<file path="config.mk">
export PLATFORM = sky130hd
export DESIGN_NAME = fosr_host
export DESIGN_NICKNAME = d
export VERILOG_FILES = /design/src/fosr_bus_cycle.v /design/src/fosr_host.v
export VERILOG_INCLUDE_DIRS = /design/src
export SDC_FILE = /design/constraint.sdc
export NUM_CORES = 1
export LEC_CHECK = 0
export BUFFER_PORTS_ARGS = -buffer_cell sky130_fd_sc_hd__buf_2
export CORE_ASPECT_RATIO = 1.1
export CORE_UTILIZATION = 35
export CTS_CLUSTER_SIZE = 24
export DETAILED_ROUTE_END_ITERATION = 8
export GPL_TIMING_DRIVEN = 0
export PLACE_DENSITY = 0.51
export REMOVE_ABC_BUFFERS = 1
export SYNTH_ARGS = -nofsm -noshare
export SYNTH_HDL_FRONTEND = slang
export SYNTH_SLANG_ARGS = --single-unit
</file>
<file path="constraint.sdc">
create_clock -name clk -period 4.1 [get_ports clk]
set_clock_uncertainty 0.15 [all_clocks]
set_input_delay 0.41 -clock clk [delete_from_list [all_inputs] [get_ports clk]]
set_output_delay 0.41 -clock clk [all_outputs]
set_load 0.03 [all_outputs]
</file>
<file path="src/fosr_regs.vh">
// Purpose: constants for the flash status host controller
// Assumes: 125 MHz clock, 8 ns period
// Notes: software command port offsets and flash status bit positions
`ifndef FOSR_REGS_VH
`define FOSR_REGS_VH

// ****************************************
// Software register offsets
// ****************************************
`define FOSR_REG_CTRL 4'h0
`define FOSR_REG_ADDR 4'h1
`define FOSR_REG_DATA 4'h2
`define FOSR_REG_STAT 4'h3
`define FOSR_REG_FSTAT 4'h4
`define FOSR_REG_RDATA 4'h5

// ****************************************
// Control register codes
// ****************************************
`define FOSR_OP_NONE 3'h0
`define FOSR_OP_READ_STAT 3'h1
`define FOSR_OP_WRITE 3'h2
`define FOSR_OP_READ 3'h3
`define FOSR_OP_POLL 3'h4
`define FOSR_OP_CLEAR 3'h5

// ****************************************
// Flash command bytes
// ****************************************
`define FOSR_CMD_READ_STATUS 16'h0070
`define FOSR_CMD_CLEAR_STATUS 16'h0050

// ****************************************
// Flash status bit positions
// ****************************************
`define FOSR_BIT_READY 7
`define FOSR_BIT_ERASE_SUSP 6
`define FOSR_BIT_ERASE_ERR 5
`define FOSR_BIT_PROG_ERR 4
`define FOSR_BIT_SUPPLY_ERR 3
`define FOSR_BIT_PROG_SUSP 2
`define FOSR_BIT_LOCK_ERR 1
`define FOSR_STATUS_MASK 8'hFE
`define FOSR_ERROR_MASK 8'h3A

// ****************************************
// Timing
// ****************************************
`define FOSR_CLK_NS 8
`define FOSR_PULSE_NS 80
`define FOSR_PULSE_CYC ((`FOSR_PULSE_NS + `FOSR_CLK_NS - 1) / `FOSR_CLK_NS)
`define FOSR_ERASE_SUSP_US 30
`define FOSR_ERASE_SUSP_CYC ((`FOSR_ERASE_SUSP_US * 1000) / `FOSR_CLK_NS)

`endif
</file>
<file path="src/fosr_bus_cycle.v">
// Purpose: one asynchronous flash bus cycle, read or write
// Assumes: pins driven from flops, strobes held a fixed count
// Notes: each read drops both enables, so the latch refreshes
`timescale 1ns/1ps
`include "fosr_regs.vh"
module fosr_bus_cycle #(
    parameter AW = 21,
    parameter DW = 16,
    parameter PULSE = `FOSR_PULSE_CYC
) (
    // Clock and reset
    input wire clk,
    input wire srst,
    // Request
    input wire start,
    input wire is_write,
    input wire [AW-1:0] addr,
    input wire [DW-1:0] wdata,
    output reg done,
    output reg [DW-1:0] rdata,
    // Flash pins
    output reg [AW-1:0] f_addr,
    output reg f_ce_n,
    output reg f_oe_n,
    output reg f_we_n,
    output reg [DW-1:0] f_dq_o,
    output reg f_dq_oe,
    input wire [DW-1:0] f_dq_i
);
    // Pulse counter and busy flag
    reg [7:0] cnt;
    reg busy;
    reg wr;

    // ****************************************
    // Cycle sequencer
    // ****************************************
    // Enables rise between cycles so the device recaptures status
    always @(posedge clk) begin
        done <= 1'b0;
        if (srst) begin
            cnt <= 8'h00;
            busy <= 1'b0;
            wr <= 1'b0;
            rdata <= {DW{1'b0}};
            f_addr <= {AW{1'b0}};
            f_ce_n <= 1'b1;
            f_oe_n <= 1'b1;
            f_we_n <= 1'b1;
            f_dq_o <= {DW{1'b0}};
            f_dq_oe <= 1'b0;
        end else if (!busy) begin
            if (start) begin
                // Falling enable edge opens a fresh capture
                busy <= 1'b1;
                wr <= is_write;
                cnt <= 8'h00;
                f_addr <= addr;
                f_ce_n <= 1'b0;
                f_oe_n <= is_write;
                f_we_n <= ~is_write;
                f_dq_o <= wdata;
                f_dq_oe <= is_write;
            end
        end else if (cnt == PULSE[7:0]) begin
            // Sample read data at end of strobe
            if (!wr) begin
                rdata <= f_dq_i;
            end
            busy <= 1'b0;
            done <= 1'b1;
            f_ce_n <= 1'b1;
            f_oe_n <= 1'b1;
            f_we_n <= 1'b1;
            f_dq_oe <= 1'b0;
        end else begin
            cnt <= cnt + 8'h01;
        end
    end
endmodule // fosr_bus_cycle

</file>
<file path="src/fosr_host.v">
// Purpose: host controller reading the flash status register
// Assumes: software issues one operation at a time through CTRL
// Notes: poll repeats status reads until the ready bit is high or POLL_LIMIT + 1 reads have gone
`timescale 1ns/1ps
`include "fosr_regs.vh"
module fosr_host #(
    parameter AW = 21,
    parameter DW = 16,
    parameter POLL_LIMIT = `FOSR_ERASE_SUSP_CYC
) (
    // Clock and reset
    input wire clk,
    input wire srst,
    // Software port
    input wire [3:0] reg_addr,
    input wire [31:0] reg_wdata,
    input wire reg_wr,
    input wire reg_rd,
    output reg [31:0] reg_rdata,
    // Flash pins
    output wire [AW-1:0] f_addr,
    output wire f_ce_n,
    output wire f_oe_n,
    output wire f_we_n,
    output wire [DW-1:0] f_dq_o,
    output wire f_dq_oe,
    input wire [DW-1:0] f_dq_i
);
    // ****************************************
    // States
    // ****************************************
    localparam ST_IDLE = 3'h0;
    localparam ST_CMD = 3'h1;
    localparam ST_RD = 3'h2;
    localparam ST_CHECK = 3'h3;
    localparam ST_WAIT = 3'h4;

    // ****************************************
    // Operation overview
    // ****************************************
    // Software writes an op code into CTRL while STAT.busy is low.
    // Op codes and what each one puts on the flash pins:
    //   read status  - command cycle with the read-status byte, then
    //                  one read cycle; the byte lands in FSTAT
    //   write data   - one write cycle carrying DATA at ADDR
    //   read         - one read cycle at ADDR; the word lands in RDATA
    //   poll         - like read status, but reads repeat until the
    //                  ready bit is high or POLL_LIMIT + 1 reads have gone
    //   clear status - command cycle with the clear-status byte; the
    //                  error bits kept in FSTAT are dropped as well
    //
    // State walk for a poll:
    //   ST_IDLE  -> CTRL write seen, command cycle requested
    //   ST_CMD   -> command cycle done, first status read requested
    //   ST_CHECK -> read done; ready or the limit ends the op, busy below the limit goes to ST_WAIT
    //   ST_WAIT  -> one idle cycle, then a new read is requested
    //
    // Every status read is a full cycle of its own. The device only
    // refreshes its status latch on a falling enable, so holding the
    // enables low and sampling again would return the same byte
    // forever. The cost is roughly fourteen clocks per status read.
    //
    // POLL_LIMIT counts reads, not clocks. Its default matches the
    // longest suspend wait divided by the clock period, which is
    // generous: each read takes many clocks, so the real wait is
    // longer than the device needs. A shorter limit risks a false
    // timeout on a slow erase; a longer one only delays the report.
    //
    // STAT bits:
    //   bit 0 busy    - an op is in flight, CTRL writes are ignored
    //   bit 1 timeout - the last op was a poll that gave up with the device busy
    //   bit 2 fail    - the last idle byte had an error flag set
    //
    // Error flags in the device stay set until cleared, so a stale
    // flag would make every later op look failed. Software should
    // run clear status after reading a failure, before the next op.
    //
    // CTRL writes during busy are dropped without a sign. Software
    // must poll STAT.busy first; queueing was left out to keep the
    // sequencer small, since the register port never waits.
    //
    // ADDR and DATA may be written at any time. They are copied into
    // the cycle request only when an op starts, so changing them
    // during an op does not disturb the cycle on the pins.
    //
    // Limitations:
    //   no erase or program algorithms, only single cycles
    //   no suspend or resume sequences of its own
    //   the status byte is taken from the low data byte only

    // Software registers
    reg [AW-1:0] op_addr;
    reg [DW-1:0] op_data;
    reg [2:0] op;
    reg [7:0] fstat;     // Last status byte, bit 0 masked
    reg [DW-1:0] last_rd;
    reg busy;
    reg timeout;
    reg fail;
    // Sequencer state
    reg [2:0] state;
    // Reads done in this op; wide so the limit never wraps
    reg [31:0] wait_cnt;
    // Sub-cycle request
    reg cyc_start;
    reg cyc_write;
    reg [AW-1:0] cyc_addr;
    reg [DW-1:0] cyc_wdata;
    // Sub-cycle answer
    wire cyc_done;
    wire [DW-1:0] cyc_rdata;
    // Low byte with the reserved bit cleared
    wire [7:0] masked;

    // Reserved bit masked from every status byte kept in FSTAT
    assign masked = cyc_rdata[7:0] & `FOSR_STATUS_MASK;

    // ****************************************
    // Status byte decode
    // ****************************************
    // Ready bit of the byte just read
    wire st_ready;
    // Any sticky error flag in the byte just read
    wire st_error;
    // Byte kept for software, suspend flags hidden while busy
    wire [7:0] st_view;
    assign st_ready = masked[`FOSR_BIT_READY];
    assign st_error = |(masked & `FOSR_ERROR_MASK);
    // Suspend flags mean nothing until the device is idle
    // A busy byte could still show a stale suspend, so it is dropped
    assign st_view = masked & {1'b1, st_ready, 3'b111, st_ready, 2'b11};

    // One flash cycle engine; the pins come straight from its flops
    fosr_bus_cycle #(
        .AW(AW),
        .DW(DW)
    ) u_cyc (
        .clk(clk),
        .srst(srst),
        .start(cyc_start),
        .is_write(cyc_write),
        .addr(cyc_addr),
        .wdata(cyc_wdata),
        .done(cyc_done),
        .rdata(cyc_rdata),
        .f_addr(f_addr),
        .f_ce_n(f_ce_n),
        .f_oe_n(f_oe_n),
        .f_we_n(f_we_n),
        .f_dq_o(f_dq_o),
        .f_dq_oe(f_dq_oe),
        .f_dq_i(f_dq_i)
    );

    // ****************************************
    // Software register read
    // ****************************************
    always @(posedge clk) begin
        if (srst) begin
            reg_rdata <= 32'h0000_0000;
        end else if (reg_rd) begin
            case (reg_addr)
                `FOSR_REG_ADDR: reg_rdata <= {{(32-AW){1'b0}}, op_addr};
                `FOSR_REG_DATA: reg_rdata <= {{(32-DW){1'b0}}, op_data};
                `FOSR_REG_STAT: reg_rdata <= {29'h0, fail, timeout, busy};
                `FOSR_REG_FSTAT: reg_rdata <= {24'h0, fstat};
                `FOSR_REG_RDATA: reg_rdata <= {{(32-DW){1'b0}}, last_rd};
                default: reg_rdata <= 32'h0000_0000;
            endcase
        end else begin
            // Data stands one cycle only, zero otherwise
            reg_rdata <= 32'h0000_0000;
        end
    end

    // ****************************************
    // Operation sequencer
    // ****************************************
    // Only one flash cycle is in flight; software writes to CTRL
    // while busy are dropped rather than queued
    always @(posedge clk) begin
        cyc_start <= 1'b0;
        if (srst) begin
            op_addr <= {AW{1'b0}};
            op_data <= {DW{1'b0}};
            op <= `FOSR_OP_NONE;
            fstat <= 8'h00;
            last_rd <= {DW{1'b0}};
            busy <= 1'b0;
            timeout <= 1'b0;
            fail <= 1'b0;
            state <= ST_IDLE;
            wait_cnt <= 32'h0;
            cyc_write <= 1'b0;
            cyc_addr <= {AW{1'b0}};
            cyc_wdata <= {DW{1'b0}};
        end else begin
            if (reg_wr && reg_addr == `FOSR_REG_ADDR) begin
                op_addr <= reg_wdata[AW-1:0];
            end
            if (reg_wr && reg_addr == `FOSR_REG_DATA) begin
                op_data <= reg_wdata[DW-1:0];
            end
            case (state)
                ST_IDLE: begin
                    if (reg_wr && reg_addr == `FOSR_REG_CTRL &&
                        reg_wdata[2:0] != `FOSR_OP_NONE) begin
                        op <= reg_wdata[2:0];
                        busy <= 1'b1;
                        timeout <= 1'b0;
                        wait_cnt <= 32'h0;
                        cyc_start <= 1'b1;
                        cyc_addr <= op_addr;
                        case (reg_wdata[2:0])
                            `FOSR_OP_READ_STAT, `FOSR_OP_POLL: begin
                                // Read-status command first
                                cyc_write <= 1'b1;
                                cyc_wdata <= `FOSR_CMD_READ_STATUS;
                                state <= ST_CMD;
                            end
                            `FOSR_OP_CLEAR: begin
                                // Clear flags before next command
                                cyc_write <= 1'b1;
                                cyc_wdata <= `FOSR_CMD_CLEAR_STATUS;
                                state <= ST_CMD;
                            end
                            `FOSR_OP_WRITE: begin
                                cyc_write <= 1'b1;
                                cyc_wdata <= op_data;
                                state <= ST_CMD;
                            end
                            default: begin
                                cyc_write <= 1'b0;
                                state <= ST_RD;
                            end
                        endcase
                    end
                end
                ST_CMD: begin
                    if (cyc_done) begin
                        if (op == `FOSR_OP_READ_STAT || op == `FOSR_OP_POLL) begin
                            cyc_start <= 1'b1;
                            cyc_write <= 1'b0;
                            state <= ST_CHECK;
                        end else begin
                            if (op == `FOSR_OP_CLEAR) begin
                                // Clear drops the error bits software still sees
                                fstat <= fstat & ~`FOSR_ERROR_MASK;
                                fail <= 1'b0;
                            end
                            busy <= 1'b0;
                            state <= ST_IDLE;
                        end
                    end
                end
                ST_RD: begin
                    if (cyc_done) begin
                        // Whole word kept; during an op it is the status byte
                        last_rd <= cyc_rdata;
                        busy <= 1'b0;
                        state <= ST_IDLE;
                    end
                end
                ST_CHECK: begin
                    if (cyc_done) begin
                        // Suspend flags kept only from an idle byte
                        fstat <= st_view;
                        wait_cnt <= wait_cnt + 32'h1;
                        // Poll ready bit; others trusted only once idle
                        if (op == `FOSR_OP_POLL && !st_ready) begin
                            // Reads counted from zero, so the limit allows one more
                            if (wait_cnt >= POLL_LIMIT) begin
                                // Give up; the byte kept shows the device still busy
                                timeout <= 1'b1;
                                busy <= 1'b0;
                                state <= ST_IDLE;
                            end else begin
                                // Let the enables rise before the next read
                                state <= ST_WAIT;
                            end
                        end else begin
                            // Idle: error flags decide success
                            fail <= st_ready & st_error;
                            busy <= 1'b0;
                            state <= ST_IDLE;
                        end
                    end
                end
                ST_WAIT: begin
                    // New enable toggle for a fresh status
                    cyc_start <= 1'b1;
                    cyc_write <= 1'b0;
                    state <= ST_CHECK;
                end
                default: begin
                    state <= ST_IDLE;
                end
            endcase
        end
    end
endmodule // fosr_host

</file>
# --- Word level (Yosys, flattened, before mapping) ---
# Index checks and enable logic that the tools add are counted.
op_classes:
  addsub: 2
  reduce_logical: 36
  n_bitwise: 7
  eq_ne: 30
  order_cmp: 1
  muxes: 63
ops:
  columns: ["cell", "count"]
  rows:
  - ["21-bit one-hot mux with 5 select lines", 1]
  - ["32-bit 2-to-1 mux", 2]
  - ["32-bit one-hot mux with 2 select lines", 1]
  - ["16-bit one-hot mux with 3 select lines", 1]
  - ["1-bit 2-to-1 mux", 36]
  - ["32-bit by 1-bit adder with 32-bit output, second input constant", 1]
  - ["32-bit by 12-bit greater-or-equal comparator with 1-bit output, second input constant", 1]
  - ["8-bit 2-to-1 mux", 4]
  - ["3-bit 2-to-1 mux", 6]
  - ["6-bit 2-to-1 mux", 3]
  - ["2-bit != test, second input constant", 9]
  - ["8-bit one-hot mux with 2 select lines", 1]
  - ["3-bit == test, second input constant", 5]
  - ["3-bit one-hot mux with 5 select lines", 1]
  - ["3-bit AND reduction", 4]
  - ["2-bit AND reduction", 5]
  - ["5-bit AND reduction", 2]
  - ["3-bit by 1-bit == test with 1-bit output, second input constant", 3]
  - ["3-bit by 2-bit == test with 1-bit output, second input constant", 3]
  - ["3-bit nonzero test", 3]
  - ["8-bit by 1-bit adder with 8-bit output, second input constant", 1]
  - ["8-bit bitwise AND", 1]
  - ["4-bit by 2-bit == test with 1-bit output, second input constant", 2]
  - ["4-bit by 3-bit == test with 1-bit output, second input constant", 2]
  - ["22 further kinds", 41]
totals:
  out_inout_bits: 73
  regBits: 241
  in_bits: 56
  elab_cells: 166

# --- Longest topological paths before layout ---
logic_depth:
  depth_word: 5
  mapped_depth: 9
  ltp_nobuf: 7

# --- By module ---
# A second synthesis with hierarchy kept.
unflattened:
  hier_cells: 1141
  hier_area_um2: 9542.9
by_module_without_submodules:
  columns: ["mod", "area_each_um2", "cells_per_inst", "instances", "seq_area_each_um2"]
  rows:
  - ["fosr_host", 6836.6, 826, 1, 3223.1]
  - ["fosr_bus_cycle", 2706.3, 315, 1, 1361.3]

# --- Worst setup path after synthesis ---
# No wires, ideal clock.
synth_timing:
  kind: "input port to flip-flop"
  startpoint: "input reg_addr[1]"
  endpoint: "register wait_cnt[21]"
  path_buffers: 2
  path_stages: 7
  t_arrival_ns: 2.183
  setup_time_ns: 0.116
  slack_ns: 1.651
  cell_sequence: "clkbuf_1 -> or3_1 -> or4_1 -> buf_2 -> a2111oi_2 -> xnor2_1 -> nor2_2"
synth_between:
  elab_chain_cells: 5
synth_lines:
  columns: ["element", "line_no", "text"]
  rows:
  - ["from (decl)", "fosr_host.v:15", "input wire [3:0] reg_addr,"]
  - ["4-bit logical NOT (no source line)", null, null]
  - ["1-bit logical AND (no source line) (2 in a row)", null, null]
  - ["2-bit != test (no source line)", null, null]
  - ["3-bit AND reduction (no source line)", null, null]
  - ["to (signal assigned)", "fosr_host.v:268", "wait_cnt <= wait_cnt + 32'h1;"]
  - ["to (decl)", "fosr_host.v:103", "reg [31:0] wait_cnt;"]
# No other way between the ends.
# A chain may end at the register's enable or synchronous reset.

# --- Worst setup path after layout ---
layout_timing:
  startpoint: "register state[1]"
  endpoint: "register wait_cnt[7]"
layout_between:
  elab_chain_cells: 3
  elab_cells_between_ends: 7
  cone_classes: "eq/ne: 3; mux: 1; reduce/logical: 3"
layout_lines:
  columns: ["element", "line_no", "text"]
  rows:
  - ["from (decl)", "fosr_host.v:101", "reg [2:0] state;"]
  - ["from (signal assigned)", "fosr_host.v:192", "state <= ST_IDLE;"]
  - ["from (signal assigned)", "fosr_host.v:219", "state <= ST_CMD;"]
  - ["from (signal assigned)", "fosr_host.v:225", "state <= ST_CMD;"]
  - ["3-bit by 2-bit == test with 1-bit output / 3-bit logical NOT (equally long branches)", "fosr_host.v:204", "case (state)"]
  - ["2-bit by 1-bit != test with 1-bit output (no source line), or another cell as far along", null, null]
  - ["3-bit AND reduction (no source line)", null, null]
# Several ways; a longest one is shown, not always the timed one.

==> results.md <==
* Worst VDD drop at roughly 300 uV
* Clock Sinks at 229
* Crit path DAT at roughly 3.8 ns
* Root Driver: clkbuf_16
* # setup viols final at 0
* Die area at 26500 sq um
* Critical Path Fanout Max at 34
* Slew @ Worst Pin at around 1.3 ns
* Sequence of cells on the critical path: or4b_4 -> or4_2 -> nand2_1 -> nor2_1
* GP Congestion at 0.804
* Vias/cell at just under 5
* Mapped Avg Cell Area at 8.33 sq um
* Cts hold-fix bufs at 13
* Non-Filler Instances at 1530
* # rows at 61
* CTS resizes at 0
* CP endpoint kind: flip-flop
* Reg clk slew, reported paths at 0.06 ns
* Setup CP Type: flip-flop to flip-flop
* Placed cell count at roughly 1500
* Most common cell after layout, fill and taps aside: nand2_1
* Area grow syn2layout at 19.5%
* ANT nets after route at 0
* Worst path slowest cell: or4_2
* Largest area contributor in the netlist: dfxtp_1
* Clock Latency Late Sink at approximately 0.5 ns
* Max Slew Vio Count at 0
* Vias in the first global route at around 7000
* Final min period at around 3.6 ns
* Min setup slack post-route at 0.530 ns
* Asr flop ratio synth at 0%
* Final period utilization at roughly 87%
* Pre-antenna DRT Iters at 5
* Initial Utilization at 35.7%
* Worst min path class: input pin to flip-flop
* Pre-CTS setup slack at 0.377 ns
* H-Tree Depth at 1
* Fmax at 0.280 GHz
* Die Ht at 171 microns
* IO Pins at between 100 and 150
* CTS max path bufs at 3
* Final #Nets at between 1000 and 1500
* Post-synth EDFFs at 0
* Vias at roughly 7600
* RSZ-0062 raised after global routing: false
* Synth top area cells: dfxtp_1 (51%), nand2_1 (11%), a21oi_1 (8.7%)
* Die width at 155 microns
* Initial antenna violation count at 0
* CP peak stage delay at 1.03 ns
* Sequential area share after synthesis at 50.7%
* Setup_tns at 0 ns
* Status: completed
* Tot GR Track Use at 18.1%
* Post-Route WL at approximately 24 mm
* Num CTS Buffers at 25
* Largest net degree at the start of global routing at 97
* Setup Fix Bufs, Post-CTS at 0
* Power density cells at 434 nW/um^2
* Share of cells above drive strength 1 at 15.1%
* Most frequent cells in the layout: nand2_1 (276), dfxtp_1 (229), a21oi_1 (158), buf_2 (105), nor2_1 (70)
* Post-DR wirelength/cell at 15.8 microns
* #FFs+latches synth at 229
* HPWL Detailed at 15.7 mm
* Synth warnings at 0
* Gr ovfl total at 0
* Filler cells at 2640
* Power, Total at between 4 and 5 mW
* Leakage power at 3.80 nW
* WP data required at 4.29 ns
* Max_cap viols at 0
* Worst setup SP type: flip-flop
* Multi-input logic area at roughly 4100 sq um
* Syn Inst Count at 1086
* Synth Flop Type: dfxtp_1
* Share of the synthesized area in the top cell type at 50.7%
* Final count of hold timing violations at 0
* Unique masters post-synth at roughly 60
* N_diodes at 0
* Initial DRC Count at 540
* Post-Synthesis Cell Area at 9050 sq um
* CTS tree: yes
* Storage cell area at 4580 sq um
* First-pass GRT wire length at 38.4 mm
* PortBufs at 106
* Worst hold margin at 0.00264 ns
* Core ar. at around 25000 sq um
* DRC Markers at 0
* Normalized max-slew margin at 12.3%
[logic make-up after synthesis]
| kind of cell | Yosys count | share of synthesized area (%) |
|---|---|---|
| AND/OR/NAND/NOR | 465 | 22.9 |
| flip-flops | 229 | 50.7 |
| buffers and inverters | 95 | 4.61 |
| AO/OA/AOI/OAI | 254 | 17.3 |
| other | 1 | 0.0414 |
| multiplexers | 17 | 1.92 |
| XOR/XNOR | 21 | 2.03 |
| adder cells (fa/ha/maj) | 4 | 0.553 |
[sequential cells by signal, indices dropped and copies added, names as in the netlist, 3 cells and up]
| register | cells |
|---|---|
| reg_rdata | 21 |
| fstat | 7 |
| wait_cnt | 32 |
| last_rd | 16 |
| u_cyc.rdata | 16 |
| u_cyc.f_addr | 21 |
| op_data | 16 |
| op | 3 |
| cyc_wdata | 16 |
| u_cyc.f_dq_o | 16 |
| op_addr | 21 |
| u_cyc.cnt | 8 |
| state | 3 |
| cyc_addr | 21 |
[worst max-delay path, delay by kind of cell, from the launching register on]
family           cells  cell delay, ns
and+or+nand+nor      4            2.79
DFF                  1            0.45
[final timing paths]
path | startpoint | to | slack (ns) | depth (start not counted)
setup / recovery | state[1] | wait_cnt[7] | 0.53 | 4
hold / removal | f_dq_i[10] | u_cyc.rdata[10] | 0.003 | 3
setup reg to reg | state[1] | wait_cnt[7] | 0.53 | 4
hold reg to reg | u_cyc.f_addr[14] | u_cyc.f_addr[14] | 0.30 | 2
[power breakdown]
part	switching (mW)	leakage [nW]	total [mW]	internal (mW)
Combinational	0.104	1.53	0.148	0.0439
Sequential	0.00599	1.84	2.24	2.23
Clock	0.914	0.424	2.31	1.39
Total	1.02	3.80	4.69	3.67
[layout make-up]
cell class	count	area share (%)
Inverter	13	0.451
Sequential cell	229	42.4
Clock inverter	12	1.32
Tap cell	346	4.00
Clock buffer	32	6.49
Timing Repair Buffer	126	7.28
Multi-Input combinational cell	772	38.1
[layer usage]
metal | global-route usage (%) | part of all wire (%) | up-vias
li1 | - | - | 3890
met1 | 24.2 | 47 | 3557
met2 | 31.1 | 48 | 140
met3 | 2.41 | 4.1 | 22
met4 | 3.54 | 1.2 | 0
met5 | 0 | 0 | -
[cells in the mapped netlist, drive strengths merged, types with 3 or more instances]
cell type  number
or3            12
nand3          17
a221oi          3
mux2i          14
a21oi         158
a2111oi         5
xor2           12
a31oi           3
and2           13
nor4           10
mux2            3
clkbuf         58
nor2b           5
ha              4
and4            4
a31o            3
nor2           73
inv            13
buf            24
dfxtp         229
a22oi          23
xnor2           9
nand2         277
o21ai          23
nor4b           3
nor3b           3
a222oi         10
nand4          18
nor3            7
o2111ai        11
and3           11
[metrics by stage]
step / utilization, % / area [sq um]
2_1_floorplan: - / 8720
3_3_place_gp: 38.2 / 9680
3_5_place_dp: 38.8 / 9840
4_1_cts: 42.7 / 10800
5_1_grt: 42.7 / 10800
6_report: 42.7 / 10800
Power figures use the tool's default switching activity.
